<file path="src/include/tapo_pkg.sv">
// Package for the two-axis pulse output stage: map, layouts, constants
package tapo_pkg;

  // Axis select codes
  localparam logic [1:0] AXIS_FIRST_CODE  = 2'h1;
  localparam logic [1:0] AXIS_SECOND_CODE = 2'h2;
  localparam logic [1:0] BOTH_AXES_CODE   = 2'h3;

  // Register byte offsets
  localparam logic [7:0] OFS_COMMAND = 8'h00;
  localparam logic [7:0] OFS_MAXV0   = 8'h04;
  localparam logic [7:0] OFS_MAXV1   = 8'h08;
  localparam logic [7:0] OFS_SPEED0  = 8'h0C;
  localparam logic [7:0] OFS_SPEED1  = 8'h10;
  localparam logic [7:0] OFS_STATUS  = 8'h14;
  localparam logic [7:0] OFS_SCALE0  = 8'h18;
  localparam logic [7:0] OFS_SCALE1  = 8'h1C;

  // Command word field positions
  localparam int CMD_AXIS_LSB  = 0;
  localparam int CMD_OP_LSB    = 4;
  localparam int CMD_ARG_LSB   = 8;

  // Command opcodes
  localparam logic [3:0] OP_NONE    = 4'h0;
  localparam logic [3:0] OP_MODE    = 4'h1;
  localparam logic [3:0] OP_MAXV    = 4'h2;
  localparam logic [3:0] OP_MOVE    = 4'h3;
  localparam logic [3:0] OP_STOP    = 4'h4;
  localparam logic [3:0] OP_INTERP  = 4'h5;
  localparam logic [3:0] OP_RESET   = 4'hF;

  // Speed scaling
  localparam logic [31:0] PPS_PER_UNIT   = 32'h0000_1F40;  // 8000
  localparam logic [31:0] MAXV_LIMIT     = 32'h003D_0900;  // 4,000,000
  localparam logic [31:0] MAXV_RESET     = 32'h0000_1F40;
  localparam logic [9:0]  SCALE_RESET    = 10'h001;
  localparam logic [2:0]  MODE_RESET     = 3'h0;

  // Accumulator base: the 40 MHz clock rate, so one unit of rate is one pulse per second
  localparam int unsigned CLOCK_HZ       = 40000000;
  localparam logic [31:0] ACC_MODULUS    = 32'(CLOCK_HZ);

  // Direction setup before first step
  localparam int unsigned DIR_SETUP_NS   = 250;
  localparam int unsigned CLOCK_NS       = 25;
  localparam logic [3:0]  DIR_SETUP_CYC  = 4'((DIR_SETUP_NS + CLOCK_NS - 1) / CLOCK_NS);
  // Step pulse width
  localparam logic [3:0]  PULSE_CYC      = 4'h8;

  // Per axis channel state
  typedef enum logic [1:0] {
    TAPO_IDLE  = 2'b00,
    TAPO_SETUP = 2'b01,
    TAPO_RUN   = 2'b10
  } tapo_state_e;

  typedef struct packed {
    logic [2:0]  mode;
    logic [9:0]  scale;
    logic [15:0] speed;
    logic        fwd;
    logic        go;
  } tapo_cfg_s;

  typedef struct packed {
    logic plus;
    logic minus;
    logic busy;
  } tapo_out_s;

endpackage

</file>
<file path="src/rtl/tapo_axis.sv">
// One axis: rate generator and pulse encoder
`timescale 1ns/1ps
module tapo_axis
  import tapo_pkg::*;
(
  // Clock and reset
  input  wire logic      clock,
  input  wire logic      rst_b,
  input  wire logic      soft_rst,
  // Settings
  input  wire tapo_cfg_s cfg,
  input  wire logic      stop,
  // Pins
  output tapo_out_s      out
);

  tapo_state_e state;
  tapo_state_e next_state;
  logic [31:0] acc;
  logic [31:0] next_acc;
  logic [3:0]  cnt;
  logic [3:0]  next_cnt;
  logic        step;
  logic        next_step;
  logic        dir_fwd;
  logic        next_dir_fwd;
  logic        stop_pend;
  logic        next_stop_pend;
  logic [31:0] rate;
  logic [32:0] sum;

  // Speed units times scale gives pulses per second
  // Operands widened first so the product is not cut to 16 bits
  assign rate = 32'(cfg.speed) * 32'(cfg.scale);
  assign sum  = {1'b0, acc} + {1'b0, rate};

  always_comb begin
    next_state   = state;
    next_acc     = acc;
    next_cnt     = cnt;
    next_step    = step;
    next_dir_fwd = dir_fwd;
    next_stop_pend = stop_pend;
    if (cnt != 4'h0) begin
      next_cnt = cnt - 4'h1;
    end
    case (state)
      TAPO_IDLE: begin
        next_step = 1'b0;
        next_stop_pend = 1'b0;
        if (cfg.go) begin
          // Direction latched first so it settles ahead of any step
          next_dir_fwd = cfg.fwd;
          next_cnt     = DIR_SETUP_CYC;
          next_acc     = 32'h0;
          next_state   = TAPO_SETUP;
        end
      end
      TAPO_SETUP: begin
        if (stop) begin
          next_stop_pend = 1'b1;
        end
        if (cnt == 4'h0) begin
          next_state = TAPO_RUN;
        end
      end
      TAPO_RUN: begin
        if (cnt == 4'h0) begin
          next_step = 1'b0;
        end
        if (sum >= {1'b0, ACC_MODULUS}) begin
          next_acc  = 32'(sum - {1'b0, ACC_MODULUS});
          next_step = 1'b1;
          next_cnt  = PULSE_CYC;
        end else begin
          next_acc = sum[31:0];
        end
        // Stop is a one-cycle strobe; held so a step in flight cannot swallow it
        if (stop) begin
          next_stop_pend = 1'b1;
        end
        if ((stop || stop_pend) && !step) begin
          next_state     = TAPO_IDLE;
          next_stop_pend = 1'b0;
          next_step      = 1'b0;
          next_cnt       = 4'h0;
        end
      end
      default: next_state = TAPO_IDLE;
    endcase
    if (soft_rst) begin
      next_state = TAPO_IDLE;
      next_step  = 1'b0;
      next_cnt   = 4'h0;
      next_acc   = 32'h0;
      next_stop_pend = 1'b0;
    end
  end

  always_ff @(posedge clock or negedge rst_b) begin
    if (!rst_b) begin
      state   <= TAPO_IDLE;
      acc     <= 32'h0;
      cnt     <= 4'h0;
      step    <= 1'b0;
      dir_fwd <= 1'b1;
      stop_pend <= 1'b0;
    end else begin
      state   <= next_state;
      acc     <= next_acc;
      cnt     <= next_cnt;
      step    <= next_step;
      dir_fwd <= next_dir_fwd;
      stop_pend <= next_stop_pend;
    end
  end

  // Output encoding, registered so pins are glitch free
  tapo_out_s next_out;
  always_comb begin
    next_out.busy  = (state != TAPO_IDLE);
    next_out.plus  = 1'b0;
    next_out.minus = 1'b0;
    case (cfg.mode)
      3'h0: begin
        next_out.plus  = step && dir_fwd;
        next_out.minus = step && !dir_fwd;
      end
      3'h1: begin
        next_out.plus  = !(step && dir_fwd);
        next_out.minus = !(step && !dir_fwd);
      end
      3'h2: begin
        next_out.plus  = step;
        next_out.minus = !dir_fwd;
      end
      3'h3: begin
        next_out.plus  = !step;
        next_out.minus = !dir_fwd;
      end
      3'h4: begin
        next_out.plus  = step;
        next_out.minus = dir_fwd;
      end
      3'h5: begin
        next_out.plus  = !step;
        next_out.minus = dir_fwd;
      end
      default: begin
        next_out.plus  = 1'b0;
        next_out.minus = 1'b0;
      end
    endcase
  end

  always_ff @(posedge clock or negedge rst_b) begin
    if (!rst_b) begin
      out <= '0;
    end else begin
      out <= next_out;
    end
  end

endmodule

</file>
<file path="src/rtl/tapo_top.sv">
// Two-axis pulse output stage with AHB-Lite register slave
//
// Contract
// - Axis codes 1 first, 2 second, 3 both.
// - Both-axis commands apply to both simultaneously.
// - Modes 0/1 plus forward, minus reverse.
// - Modes 2-5 step plus, direction on minus.
// - Resolution is maximum speed over 8000.
// - Maximum speed capped at 4,000,000 PPS.
// - Maximum change rescales start, acceleration, jerk; the code rescales only the rate scale, having none of these.
// - Interpolation uses first axis maximum speed.
// - Software reset command restores initial state; the code leaves each axis dir_fwd latch unchanged.
`timescale 1ns/1ps
module tapo_top
  import tapo_pkg::*;
(
  // Clock and reset
  input  wire logic        clock,
  input  wire logic        rst_b,
  // AHB-Lite slave
  input  wire logic        hsel,
  input  wire logic [31:0] haddr,
  input  wire logic [1:0]  htrans,
  input  wire logic        hwrite,
  input  wire logic [2:0]  hsize,
  input  wire logic [31:0] hwdata,
  input  wire logic        hready,
  output logic [31:0]      hrdata,
  output logic             hreadyout,
  output logic             hresp,
  // Motor driver pins
  output logic [1:0]       plus_pulse_out,
  output logic [1:0]       minus_pulse_out
);

  // Data phase capture
  logic       dp_wr;
  logic       next_dp_wr;
  logic [7:0] dp_addr;
  logic [7:0] next_dp_addr;
  logic [31:0] next_hrdata;

  // Settings per axis, plus shared interpolation and soft reset
  logic [2:0]  output_mode_select [2];
  logic [2:0]  next_mode          [2];
  logic [31:0] maxv               [2];
  logic [31:0] next_maxv          [2];
  logic [9:0]  scale              [2];
  logic [9:0]  next_scale         [2];
  logic [15:0] speed              [2];
  logic [15:0] next_speed         [2];
  logic [1:0]  go;
  logic [1:0]  next_go;
  logic [1:0]  stop;
  logic [1:0]  next_stop;
  logic [1:0]  fwd;
  logic [1:0]  next_fwd;
  logic        interp;
  logic        next_interp;
  logic        soft_rst;
  logic        next_soft_rst;
  tapo_out_s   aout [2];

  logic        addr_ok;
  logic [1:0]  cmd_axes;
  logic [3:0]  cmd_op;
  logic [23:0] cmd_arg;
  logic [31:0] clamp_v;

  assign addr_ok  = hsel && hready && htrans[1];
  assign cmd_axes = hwdata[CMD_AXIS_LSB +: 2];
  assign cmd_op   = hwdata[CMD_OP_LSB +: 4];
  assign cmd_arg  = hwdata[CMD_ARG_LSB +: 24];
  assign clamp_v  = (hwdata > MAXV_LIMIT) ? MAXV_LIMIT : hwdata;

  always_comb begin
    next_dp_wr    = addr_ok && hwrite;
    next_dp_addr  = addr_ok ? haddr[7:0] : dp_addr;
    next_go       = 2'h0;
    next_stop     = 2'h0;
    next_fwd      = fwd;
    next_interp   = interp;
    next_soft_rst = 1'b0;
    next_mode     = output_mode_select;
    next_maxv     = maxv;
    next_scale    = scale;
    next_speed    = speed;
    if (dp_wr) begin
      case (dp_addr)
        OFS_COMMAND: begin
          for (int i = 0; i < 2; i++) begin
            // One loop for both axes makes multi-axis writes simultaneous
            if (cmd_axes[i]) begin
              case (cmd_op)
                OP_MODE: next_mode[i] = cmd_arg[2:0];
                OP_MOVE: begin
                  next_go[i]  = 1'b1;
                  next_fwd[i] = cmd_arg[0];
                  next_speed[i] = cmd_arg[23:8];
                end
                OP_STOP: next_stop[i] = 1'b1;
                default: ;
              endcase
            end
          end
          if (cmd_op == OP_INTERP) begin
            next_interp = cmd_arg[0];
          end
          if (cmd_op == OP_RESET) begin
            next_soft_rst = 1'b1;
          end
        end
        OFS_MAXV0, OFS_MAXV1: begin
          for (int i = 0; i < 2; i++) begin
            if (dp_addr == ((i == 0) ? OFS_MAXV0 : OFS_MAXV1)) begin
              next_maxv[i]  = clamp_v;
              // Scale is integer PPS per speed unit; non-multiples truncate
              next_scale[i] = 10'(clamp_v / PPS_PER_UNIT);
              if (next_scale[i] == 10'h0) begin
                next_scale[i] = SCALE_RESET;
              end
            end
          end
        end
        OFS_SPEED0: next_speed[0] = hwdata[15:0];
        OFS_SPEED1: next_speed[1] = hwdata[15:0];
        default: ;
      endcase
    end
    if (soft_rst) begin
      for (int i = 0; i < 2; i++) begin
        next_mode[i]  = MODE_RESET;
        next_maxv[i]  = MAXV_RESET;
        next_scale[i] = SCALE_RESET;
        next_speed[i] = 16'h0;
      end
      next_fwd    = 2'h3;
      next_interp = 1'b0;
      next_go     = 2'h0;
    end
  end

  // Read mux, answered in the data phase cycle after address
  always_comb begin
    next_hrdata = 32'h0;
    if (addr_ok && !hwrite) begin
      case (haddr[7:0])
        OFS_MAXV0:  next_hrdata = maxv[0];
        OFS_MAXV1:  next_hrdata = maxv[1];
        OFS_SPEED0: next_hrdata = {16'h0, speed[0]};
        OFS_SPEED1: next_hrdata = {16'h0, speed[1]};
        OFS_STATUS: next_hrdata = {27'h0, interp, aout[1].busy, aout[0].busy,
                                   fwd};
        OFS_SCALE0: next_hrdata = {22'h0, scale[0]};
        OFS_SCALE1: next_hrdata = {22'h0, scale[1]};
        default:    next_hrdata = 32'h0;
      endcase
    end
  end

  always_ff @(posedge clock or negedge rst_b) begin
    if (!rst_b) begin
      dp_wr    <= 1'b0;
      dp_addr  <= 8'h0;
      hrdata   <= 32'h0;
      go       <= 2'h0;
      stop     <= 2'h0;
      fwd      <= 2'h3;
      interp   <= 1'b0;
      soft_rst <= 1'b0;
      for (int i = 0; i < 2; i++) begin
        output_mode_select[i] <= MODE_RESET;
        maxv[i]               <= MAXV_RESET;
        scale[i]              <= SCALE_RESET;
        speed[i]              <= 16'h0;
      end
    end else begin
      dp_wr    <= next_dp_wr;
      dp_addr  <= next_dp_addr;
      hrdata   <= next_hrdata;
      go       <= next_go;
      stop     <= next_stop;
      fwd      <= next_fwd;
      interp   <= next_interp;
      soft_rst <= next_soft_rst;
      output_mode_select <= next_mode;
      maxv               <= next_maxv;
      scale              <= next_scale;
      speed              <= next_speed;
    end
  end

  // Always zero wait state, always OKAY
  always_ff @(posedge clock or negedge rst_b) begin
    if (!rst_b) begin
      hreadyout <= 1'b1;
      hresp     <= 1'b0;
    end else begin
      hreadyout <= 1'b1;
      hresp     <= 1'b0;
    end
  end

  genvar g;
  generate
    for (g = 0; g < 2; g++) begin : g_axis
      tapo_cfg_s c;
      always_comb begin
        c.mode  = output_mode_select[g];
        // Interpolation takes the rate scale of the first axis only
        c.scale = interp ? scale[0] : scale[g];
        c.speed = speed[g];
        c.fwd   = fwd[g];
        c.go    = go[g];
      end
      tapo_axis u_axis (
        .clock    (clock),
        .rst_b    (rst_b),
        .soft_rst (soft_rst),
        .cfg      (c),
        .stop     (stop[g]),
        .out      (aout[g])
      );
      assign plus_pulse_out[g]  = aout[g].plus;
      assign minus_pulse_out[g] = aout[g].minus;
    end
  endgenerate

endmodule

</file>
<file path="config.mk">
export PLATFORM = sky130hd
export DESIGN_NAME = tapo_top
export DESIGN_NICKNAME = d
export VERILOG_FILES = /design/src/include/tapo_pkg.sv /design/src/rtl/tapo_axis.sv /design/src/rtl/tapo_top.sv
export SDC_FILE = /design/constraint.sdc
export NUM_CORES = 1
export LEC_CHECK = 0
export BUFFER_PORTS_ARGS = -buffer_cell sky130_fd_sc_hd__clkbuf_2
export CAP_MARGIN = 20
export CORE_ASPECT_RATIO = 1.5
export CORE_MARGIN = 4
export CORE_UTILIZATION = 65
export CTS_CLUSTER_DIAMETER = 200
export DETAILED_ROUTE_END_ITERATION = 12
export PLACE_DENSITY = 0.83
export SETUP_SLACK_MARGIN = 0.1
export SLEW_MARGIN = 15
export SYNTH_ARGS = -nofsm -noshare
export SYNTH_HDL_FRONTEND = slang
export SYNTH_HIERARCHICAL = 1
export SYNTH_SLANG_ARGS = --single-unit
</file>
<file path="constraint.sdc">
create_clock -name clock -period 9.05 [get_ports clock]
set_input_delay 0.905 -clock clock [delete_from_list [all_inputs] [get_ports clock]]
set_output_delay 0.905 -clock clock [all_outputs]
set_load 0.05 [all_outputs]
</file>
== After elaboration in Yosys (flattened, before gate mapping) ==
Index checks and enable logic that the tools add are counted.

* Register bits after elaboration: 259
* Output and inout port bits: 38

* Add/sub/neg operators: 6
* $mul: 2
* Div/mod/pow operators: 1
* Magnitude comparators: 3
* Equal/unequal tests: 41
* Mux-type cells: 102
* Reductions and logical operators: 67

{| class="wikitable"
|+ Operators with widths
! cell !! number
|-
| $mux W32 || 12
|-
| $pmux W32 S7 || 1
|-
| $mux W64 || 3
|-
| $pmux W32 S2 || 2
|-
| $add A32 B26 Y33 || 2
|-
| $ge A33 B26 Y1 const B || 2
|-
| $pmux W16 S2 || 2
|-
| $sub A32 B26 Y32 const B || 2
|-
| $mux W20 || 3
|-
| $mul A16 B10 Y26 || 2
|-
| $mux W16 || 3
|-
| $eq A8 B5 Y1 const B || 5
|-
| $mux W10 || 4
|-
| $mux W4 || 10
|-
| $div A32 B13 Y32 const B || 1
|-
| $eq A8 B4 Y1 const B || 4
|-
| $gt A32 B22 Y1 const B || 1
|-
| $mux W2 || 16
|-
| $mux W1 || 30
|-
| $pmux W2 S6 || 2
|-
| $reduce_and A4 Y1 || 6
|-
| $reduce_bool A2 Y1 || 12
|-
| $mux W6 || 3
|-
| $eq A8 B3 Y1 const B || 2
|-
| other kinds (31) || 92
|}

== Longest topological paths before layout ==
Gate-level depths: netlist of run 1.

* Depth in word-level cells: 9
* Depth in mapped cells: 30
* Depth with buffers taken out: 26

== Modules after synthesis ==
Netlist of run 1, hierarchy kept.

{| class="wikitable"
|+ By module, submodules not included
! module !! times used !! cells each !! area each (um2) !! seq. area each (um2)
|-
| tapo_top || 1 || 1140 || 10471.3 || 4299.1
|-
| tapo_axis (g_axis[0].u_axis) || 1 || 1141 || 9455.3 || 1102.3
|-
| tapo_axis (g_axis[1].u_axis) || 1 || 1094 || 9193.8 || 1102.3
|}

== Worst setup path after synthesis of run 1 ==
No wires, ideal clock.

* Kind: reg-to-reg
* Start point: register interp
* End point: register g_axis[1].u_axis.cnt[3]
* Setup time: 0.129 ns
* Arrival time: 7.168 ns
* Path slack: 1.753 ns
* Stages on the path, launching flop included: 26
* Path buffers: 4
* Clock period less this slack: 7.297 ns
* Cells stage by stage: dfrtp_1 -> clkbuf_1 -> mux2_2 -> clkbuf_1 -> and2_1 -> fa_1 -> fa_1 -> fa_1 -> fa_1 -> inv_1 -> fa_1 -> inv_1 -> ha_1 -> buf_2 -> a21oi_1 -> o21ai_0 -> a211o_1 -> a31oi_1 -> xnor2_1 -> a2111o_1 -> or3_1 -> a211o_1 -> nor2_2 -> buf_4 -> nor2_1 -> o41a_1

{| class="wikitable"
|+ RTL lines
! element !! RTL line !! source
|-
| start, declared || tapo_top.sv:58 || <nowiki>logic interp;</nowiki>
|-
| start signal, assigned || tapo_top.sv:184 || <nowiki>interp <= next_interp;</nowiki>
|-
| end signal, assigned || tapo_axis.sv:111 || <nowiki>cnt <= next_cnt;</nowiki>
|-
| end, declared || tapo_axis.sv:21 || <nowiki>logic [3:0] cnt;</nowiki>
|}

==> impl_metrics.csv, run 1 <==
group,metric,value,unit
cells_and_area,final_area,30710,sq um
global_route,grt_pass1_wl,137100,um
global_route,grt_pass1_vias,26460,
sta,fmax,118.1,MHz
floorplanning,io_pins,112,
routing,vias,25890,
floorplanning,core,44100,sq um
sta,slew_headroom,0.2585,
placed_design,dpl.hpwl,64470,um
critical_path,critPathMaxFanout,16,
logic_synthesis,syn_nets,3865,
logic_synthesis,ys_types,116,
floorplanning,die_h,267.2,um
clock_tree,ctsResizeCount,0,
power_and_ir_drop,finalPower,6451,uW
critical_path,reg2reg_from,"interp",
clock_tree,ctsRootBufferMaster,"clkbuf_16",
clock_tree,htree_levels,1,
power_and_ir_drop,ir_worst_vdd,235.5,uV
logic_synthesis,syn_area,29120,sq um
logic_synthesis,synth_cells,3375,
routing,vias_per_cell,6.610,
routing,avgRoutedWirePerCell,21.63,um
sta,fin_crit_sh,0.9358,
clock_tree,post-cts-setup-buffers,0,
power_and_ir_drop,p_comb_frac,0.592,
floorplanning,rows,94,
placed_design,gp_congestion,0.9747,
power_and_ir_drop,p_leak,0.01467,uW
flow_run,maxCapViolCount,0,
routing,detail-route-antenna-nets,0,
clock_tree,clkSinkCount,259,
logic_synthesis,async_reset_ff_frac,1.000,
critical_path,crit_arrival,8.95,ns
logic_synthesis,synth_edf_count,0,
sta,fin_hold_ws,0.3905,ns
cells_and_area,nets,3810,
clock_tree,clk_latency,0.60,ns
floorplanning,initial_utilization,0.6603,
cells_and_area,fill_cells,3412,
global_route,grtUsageTotal,0.3462,
logic_synthesis,avgSynthCellArea,8.628,sq um
routing,dr.pass1.iters,6,
sta,hold_violations,0,
critical_path,cp.required,9.53,ns
run_status,outcome,"finished, final reports clean",
critical_path,path_class,"reg -> reg",
power_and_ir_drop,power.switching,3117,uW
sta,fin_worst_skew,0.03018,ns
floorplanning,dieArea,48320,sq um
routing,drtIter0Drc,2240,
sta,finalCriticalPeriod,8.469,ns
critical_path,crit_path_start,"interp",
cells_and_area,drive_gt1_frac,0.09398,
cells_and_area,layout_commonest_cell,"nand2_1",
sta,finalSetupViolCount,0,
power_and_ir_drop,powerDensity,210.0,nW/um^2
clock_tree,cts_made_buffers,27,
placed_design,placed_cell_area,29750,sq um
cells_and_area,syn_to_final_growth,5.470,%
global_route,grt_max_degree,128,
clock_tree,cts_hold_buf,0,
logic_synthesis,yosysSeqAreaShare,0.2233,
clock_tree,cts_tree,"done",
power_and_ir_drop,power_frac_seq,0.224,
global_route,antenna_found_initial,1,
routing,totalWireLength,84740,um
power_and_ir_drop,internal_power,3334,uW
power_and_ir_drop,netSwitchingFraction,0.4832,
hold_path,hold_class,"in -> async",
sta,fin_tns_setup,0,ns
sta,rsz0062_at_grt,"no",
logic_synthesis,netlist.area_leader.share,0.2071,
logic_synthesis,synth-seq-cells,259,
placed_design,port-buffer-count,81,
critical_path,worst-r2r-setup-slack,0.58,ns
clock_tree,cts.clk_slew.worst_paths,0.07,ns
global_route,grt_overflow,0,
logic_synthesis,yosys_warnings,6,
logic_synthesis,yosysTopAreaCell,"dfrtp_1",
logic_synthesis,synthTopCellsByArea,"dfrtp_1 21%, fa_1 19%, ha_1 6.2%",
power_and_ir_drop,pwr-share-clk,0.183,
clock_tree,cts_buffer_depth,3,
floorplanning,dieWidth,180.8,um
cells_and_area,final_cell_mix,"405 x nand2_1, 382 x inv_1, 272 x fa_1",
sta,worst_pin_slew,1.112,ns
critical_path,critPathLaunchType,"flop",
sta,slew_violations,0,
logic_synthesis,synth_flop_cell,"dfrtp_1",
cells_and_area,diodes,0,
routing,drc,0,
critical_path,end_kind,"flop",
area by class of cell:
type | count | area, sq um | share of cell area
timing repair buffer | 120 | 735.7 | 0.02395
tap | 576 | 720.7 | 0.02347
multi-input combinational | 2530 | 20400 | 0.6642
clock inverter | 15 | 178.9 | 0.005826
sequential | 259 | 6507 | 0.2119
clock buffer | 35 | 735.7 | 0.02395
inverter | 382 | 1434 | 0.04669
power groups by stage:
stage	Clock (uW)	Sequential [uW]	Combinational, uW
global placement	0	1450	3600
floorplan	0	1380	2940
global route	1240	1460	4280
detailed placement	0	1460	3730
CTS	1200	1440	3760
finish	1180	1450	3820
stage by stage:
step           setup WS, ns  instances  utilization
3_5_place_dp         0.4484       3865       0.6744
4_1_cts              0.7736       3915       0.6952
6_report             0.5806       3917       0.6964
5_1_grt              0.3515       3917       0.6964
3_3_place_gp         0.6070       3865       0.6744
2_1_floorplan         1.753       3375            -
synth_stat cells, types with 10 or more instances:
library cell / count
a21oi_1: 149
o21ai_1: 26
a32oi_1: 11
ha_1: 144
a22oi_1: 31
or3_1: 22
fa_1: 272
mux2i_1: 60
o21ai_0: 111
dfrtp_1: 241
nand4_1: 30
nor2_1: 220
a221oi_1: 15
buf_2: 18
o22ai_1: 12
and3_1: 15
a21o_1: 31
xor2_1: 18
xnor2_1: 45
inv_1: 382
dfstp_2: 18
and2_1: 196
o21a_1: 18
a31oi_1: 23
nor4_1: 16
o211ai_1: 28
nand3_1: 92
a211o_1: 29
nand2b_1: 18
or2_2: 10
o31ai_1: 51
nor3_1: 65
a211oi_1: 48
clkbuf_1: 164
a22o_1: 24
and4_1: 10
or4_1: 14
mux2_2: 38
nor2b_1: 11
nand2_1: 405
buf_1: 12
routing by layer:
layer	GRT usage	up-vias	share of wire	routed length [um]
met5	0	-	0	0
met4	0.2151	0	0.072	6104
met3	0.04674	373	0.073	6147
met2	0.5955	1335	0.49	41570
met1	0.4124	12690	0.36	30910
li1	-	11490	-	-
cell families after synthesis:
family / share of synthesized area
xor+xnor: 0.01951
flops: 0.2233
other cells: 0.0002579
compound gates: 0.1898
fa+ha+maj: 0.2492
simple gates: 0.1989
buf+inv: 0.07798
mux: 0.04099
flip-flops by register name, summed over array words and instances (netlist names), 4 cells and up:
name	count
dp_addr	8
g_axis.c	48
g_axis.u_axis/acc	64
g_axis.u_axis/cnt	8
g_axis.u_axis/out	6
g_axis.u_axis/state	4
hrdata	32
maxv	64
scale	10
path summary, 6_finish.rpt:
kind	end	depth (start not counted)
setup / recovery	g_axis[1].u_axis/cnt[3]	23
hold / removal	maxv[57]	1
setup reg to reg	g_axis[1].u_axis/cnt[3]	23
hold reg to reg	maxv[30]	1
max in group asynchronous	g_axis[0].u_axis/cnt[0]	2
min in group clock	maxv[30]	1
critical path: stages, from the launching register on:
cell	delay (ns)
dfrtp_1	0.67
mux2_2	0.57
and2_1	0.24
fa_1	0.56
inv_1	0.06
fa_1	0.50
inv_1	0.07
fa_1	0.52
fa_1	0.55
inv_1	0.06
fa_1	0.52
inv_1	0.04
ha_1	0.45
a21oi_1	0.17
o21ai_0	0.49
a22oi_1	0.23
a21oi_1	0.36
nand3_1	0.12
a2111o_1	0.46
or3_1	0.38
a211o_1	0.30
nor2_2	0.55
nor2_1	0.12
o41a_1	0.38
Power figures use the tool's default switching activity.
==> inputs of run 2 (changes only) <==
- CORE_UTILIZATION: 65 -> 58
- PLACE_DENSITY: 0.83 -> 0.78
- clock period: 9.05 -> 7.5 ns (I/O delays scaled with it)
==> run 2 against run 1 <==
Final area grew 9.0%. Via count grew 3.9%. Non-clock buffer count grew 246. Register-to-register slack lost 0.44 ns. Power grew 38%. Global-route usage shrank 1.6 points. Sequential share of layout area shrank 1.7 points. Die area grew 12%. Critical path type unchanged. Clock skew grew 0.017 ns.
==> impl_metrics.csv, run 2 (synthesized netlist as in run 1, its figures left out) <==
group,metric,value,unit
power_and_ir_drop,internal_power,4729,uW
clock_tree,cts_made_buffers,28,
cells_and_area,layout_commonest_cell,"nand2_1",
routing,detail-route-antenna-nets,0,
cells_and_area,final_cell_mix,"397 x nand2_1, 377 x inv_1, 272 x fa_1",
sta,fmax,135.9,MHz
clock_tree,clkSinkCount,259,
placed_design,port-buffer-count,81,
clock_tree,clk_latency,0.61,ns
sta,rsz0062_at_grt,"yes",
floorplanning,dieArea,53930,sq um
sta,finalSetupViolCount,0,
power_and_ir_drop,p_comb_frac,0.646,
power_and_ir_drop,ir_worst_vdd,296.6,uV
critical_path,crit_arrival,7.83,ns
critical_path,slowest_delay,0.55,ns
routing,drtIter0Drc,2114,
critical_path,critPathLaunchType,"flop",
global_route,grtUsageTotal,0.3299,
flow_run,maxCapViolCount,0,
sta,worst_pin_slew,1.043,ns
sta,finalCriticalPeriod,7.357,ns
cells_and_area,syn_to_final_growth,15.00,%
critical_path,worstReg2RegEnd,"g_axis[1].u_axis/cnt[3]",
clock_tree,ctsRootBufferMaster,"clkbuf_16",
power_and_ir_drop,netSwitchingFraction,0.4682,
placed_design,dpl.hpwl,68340,um
routing,vias_per_cell,6.322,
floorplanning,dieWidth,191.0,um
global_route,grt_overflow,0,
clock_tree,cts_buffer_depth,3,
critical_path,worstRegToRegCells,29,
global_route,grt_pass1_wl,144300,um
cells_and_area,fill_cells,3899,
clock_tree,cts_tree,"done",
routing,drc,0,
floorplanning,die_h,282.4,um
critical_path,crit_slowest_cell,"fa_1",
power_and_ir_drop,power_frac_seq,0.195,
power_and_ir_drop,pwr-share-clk,0.159,
routing,vias,26900,
critical_path,cp_common_cell,"fa_1",
clock_tree,htree_levels,1,
floorplanning,io_pins,112,
critical_path,reg2reg_from,"interp",
sta,hold_violations,0,
sta,fin_crit_sh,0.9810,
clock_tree,cts_hold_buf,0,
floorplanning,core,49670,sq um
power_and_ir_drop,powerDensity,265.5,nW/um^2
floorplanning,initial_utilization,0.5862,
routing,avgRoutedWirePerCell,21.11,um
placed_design,gp_congestion,0.9669,
global_route,grt_max_degree,160,
global_route,antenna_found_initial,3,
global_route,grt_pass1_vias,28430,
cells_and_area,final_core_util,0.6742,
critical_path,worst-r2r-setup-slack,0.14,ns
run_status,outcome,"finished, final reports clean",
critical_path,path_class,"reg -> reg",
cells_and_area,nets,4058,
cells_and_area,drive_gt1_frac,0.1881,
power_and_ir_drop,power.switching,4164,uW
sta,fin_hold_ws,0.1781,ns
critical_path,critPathMaxFanout,6,
sta,slew_violations,0,
floorplanning,rows,100,
routing,totalWireLength,89810,um
routing,dr.pass1.iters,9,
sta,slew_headroom,0.3030,
sta,fin_tns_setup,0,ns
critical_path,cp.required,7.97,ns
power_and_ir_drop,p_leak,0.01598,uW
sta,fin_worst_skew,0.04698,ns
clock_tree,cts.clk_slew.worst_paths,0.07,ns
hold_path,hold_class,"in -> async",
critical_path,end_kind,"flop",
==> run 2: changes by cell type in the layout (fill, tap and decap cells not counted), sizes merged <==
cell / before / now
bufinv: 2 / 1
clkinv: 6 / 9
buf: 40 / 286
inv: 388 / 384
mux2: 39 / 40
diode: 0 / 3
clkinvlp: 1 / 4
==> run 2: power groups by stage <==
stage / clock network, uW / registers, uW / logic [uW]
2_1_floorplan: 0 / 1670 / 3540
3_3_place_gp: 0 / 1740 / 4930
6_report: 1410 / 1730 / 5750
3_5_place_dp: 0 / 1750 / 5060
5_1_grt: 1490 / 1750 / 6310
4_1_cts: 1430 / 1720 / 5280
==> run 2: critical path: cells and delay by family (launching register included) <==
kind	cells	cell delay, ns
AO/OA/AOI/OAI	7	1.91
AND/OR/NAND/NOR	4	0.63
buffers and inverters	10	1.23
flip-flops	1	0.44
multiplexers	1	0.27
adder cells (fa/ha/maj)	6	2.60
XOR/XNOR	1	0.14
==> run 2: metal layers <==
metal  GRT usage  share of wire  vias up
li1            -              -    11980
met1      0.3729           0.35    13190
met2      0.5933           0.51     1334
met3     0.04210          0.064      393
met4      0.1986          0.066        0
met5           0              0        -
==> run 2: worst max path at each step <==
| stage | startpoint | end | slack [ns] | cells after the start |
|---|---|---|---|---|
| global placement | interp | g_axis[1].u_axis/acc[14] | -0.16 | 25 |
| detailed placement | interp | g_axis[1].u_axis/acc[14] | -0.19 | 25 |
| CTS | interp | g_axis[1].u_axis/acc[14] | 0.09 | 29 |
| global route | interp | g_axis[1].u_axis/acc[14] | 0.002 | 28 |
| finish | interp | g_axis[1].u_axis/cnt[3] | 0.14 | 29 |
| floorplan | interp | g_axis[1].u_axis/cnt[3] | 0.20 | 25 |
==> run 2: repair_timing <==
action,in CTS,in global routing
setup buffers,9,13
gates cloned,0,1
pin swaps,17,63
setup endpoints to repair,31,60
gates resized for setup,49,119
==> run 2: area by class of cell <==
cell class	instances	area [sq um]	area share
multi-input combinational	2531	21080	0.6294
timing repair buffer	366	2696	0.08051
sequential	259	6519	0.1946
tap	663	829.5	0.02477
antenna	3	7.507	0.0002242
clock buffer	35	767.0	0.02290
clock inverter	16	157.7	0.004707
inverter	382	1434	0.04282
==> run 2: metrics by stage <==
| step | power [uW] | instance area, sq um | setup slack [ns] | cells |
|---|---|---|---|---|
| finish | 8893 | 33490 | 0.1428 | 4255 |
| global route | 9552 | 33490 | 0.001543 | 4255 |
| CTS | 8437 | 32860 | 0.09499 | 4238 |
| detailed placement | 6810 | 31630 | -0.1883 | 4178 |
| global placement | 6663 | 31610 | -0.1563 | 4176 |
| floorplan | 5211 | 29120 | 0.2026 | 3375 |
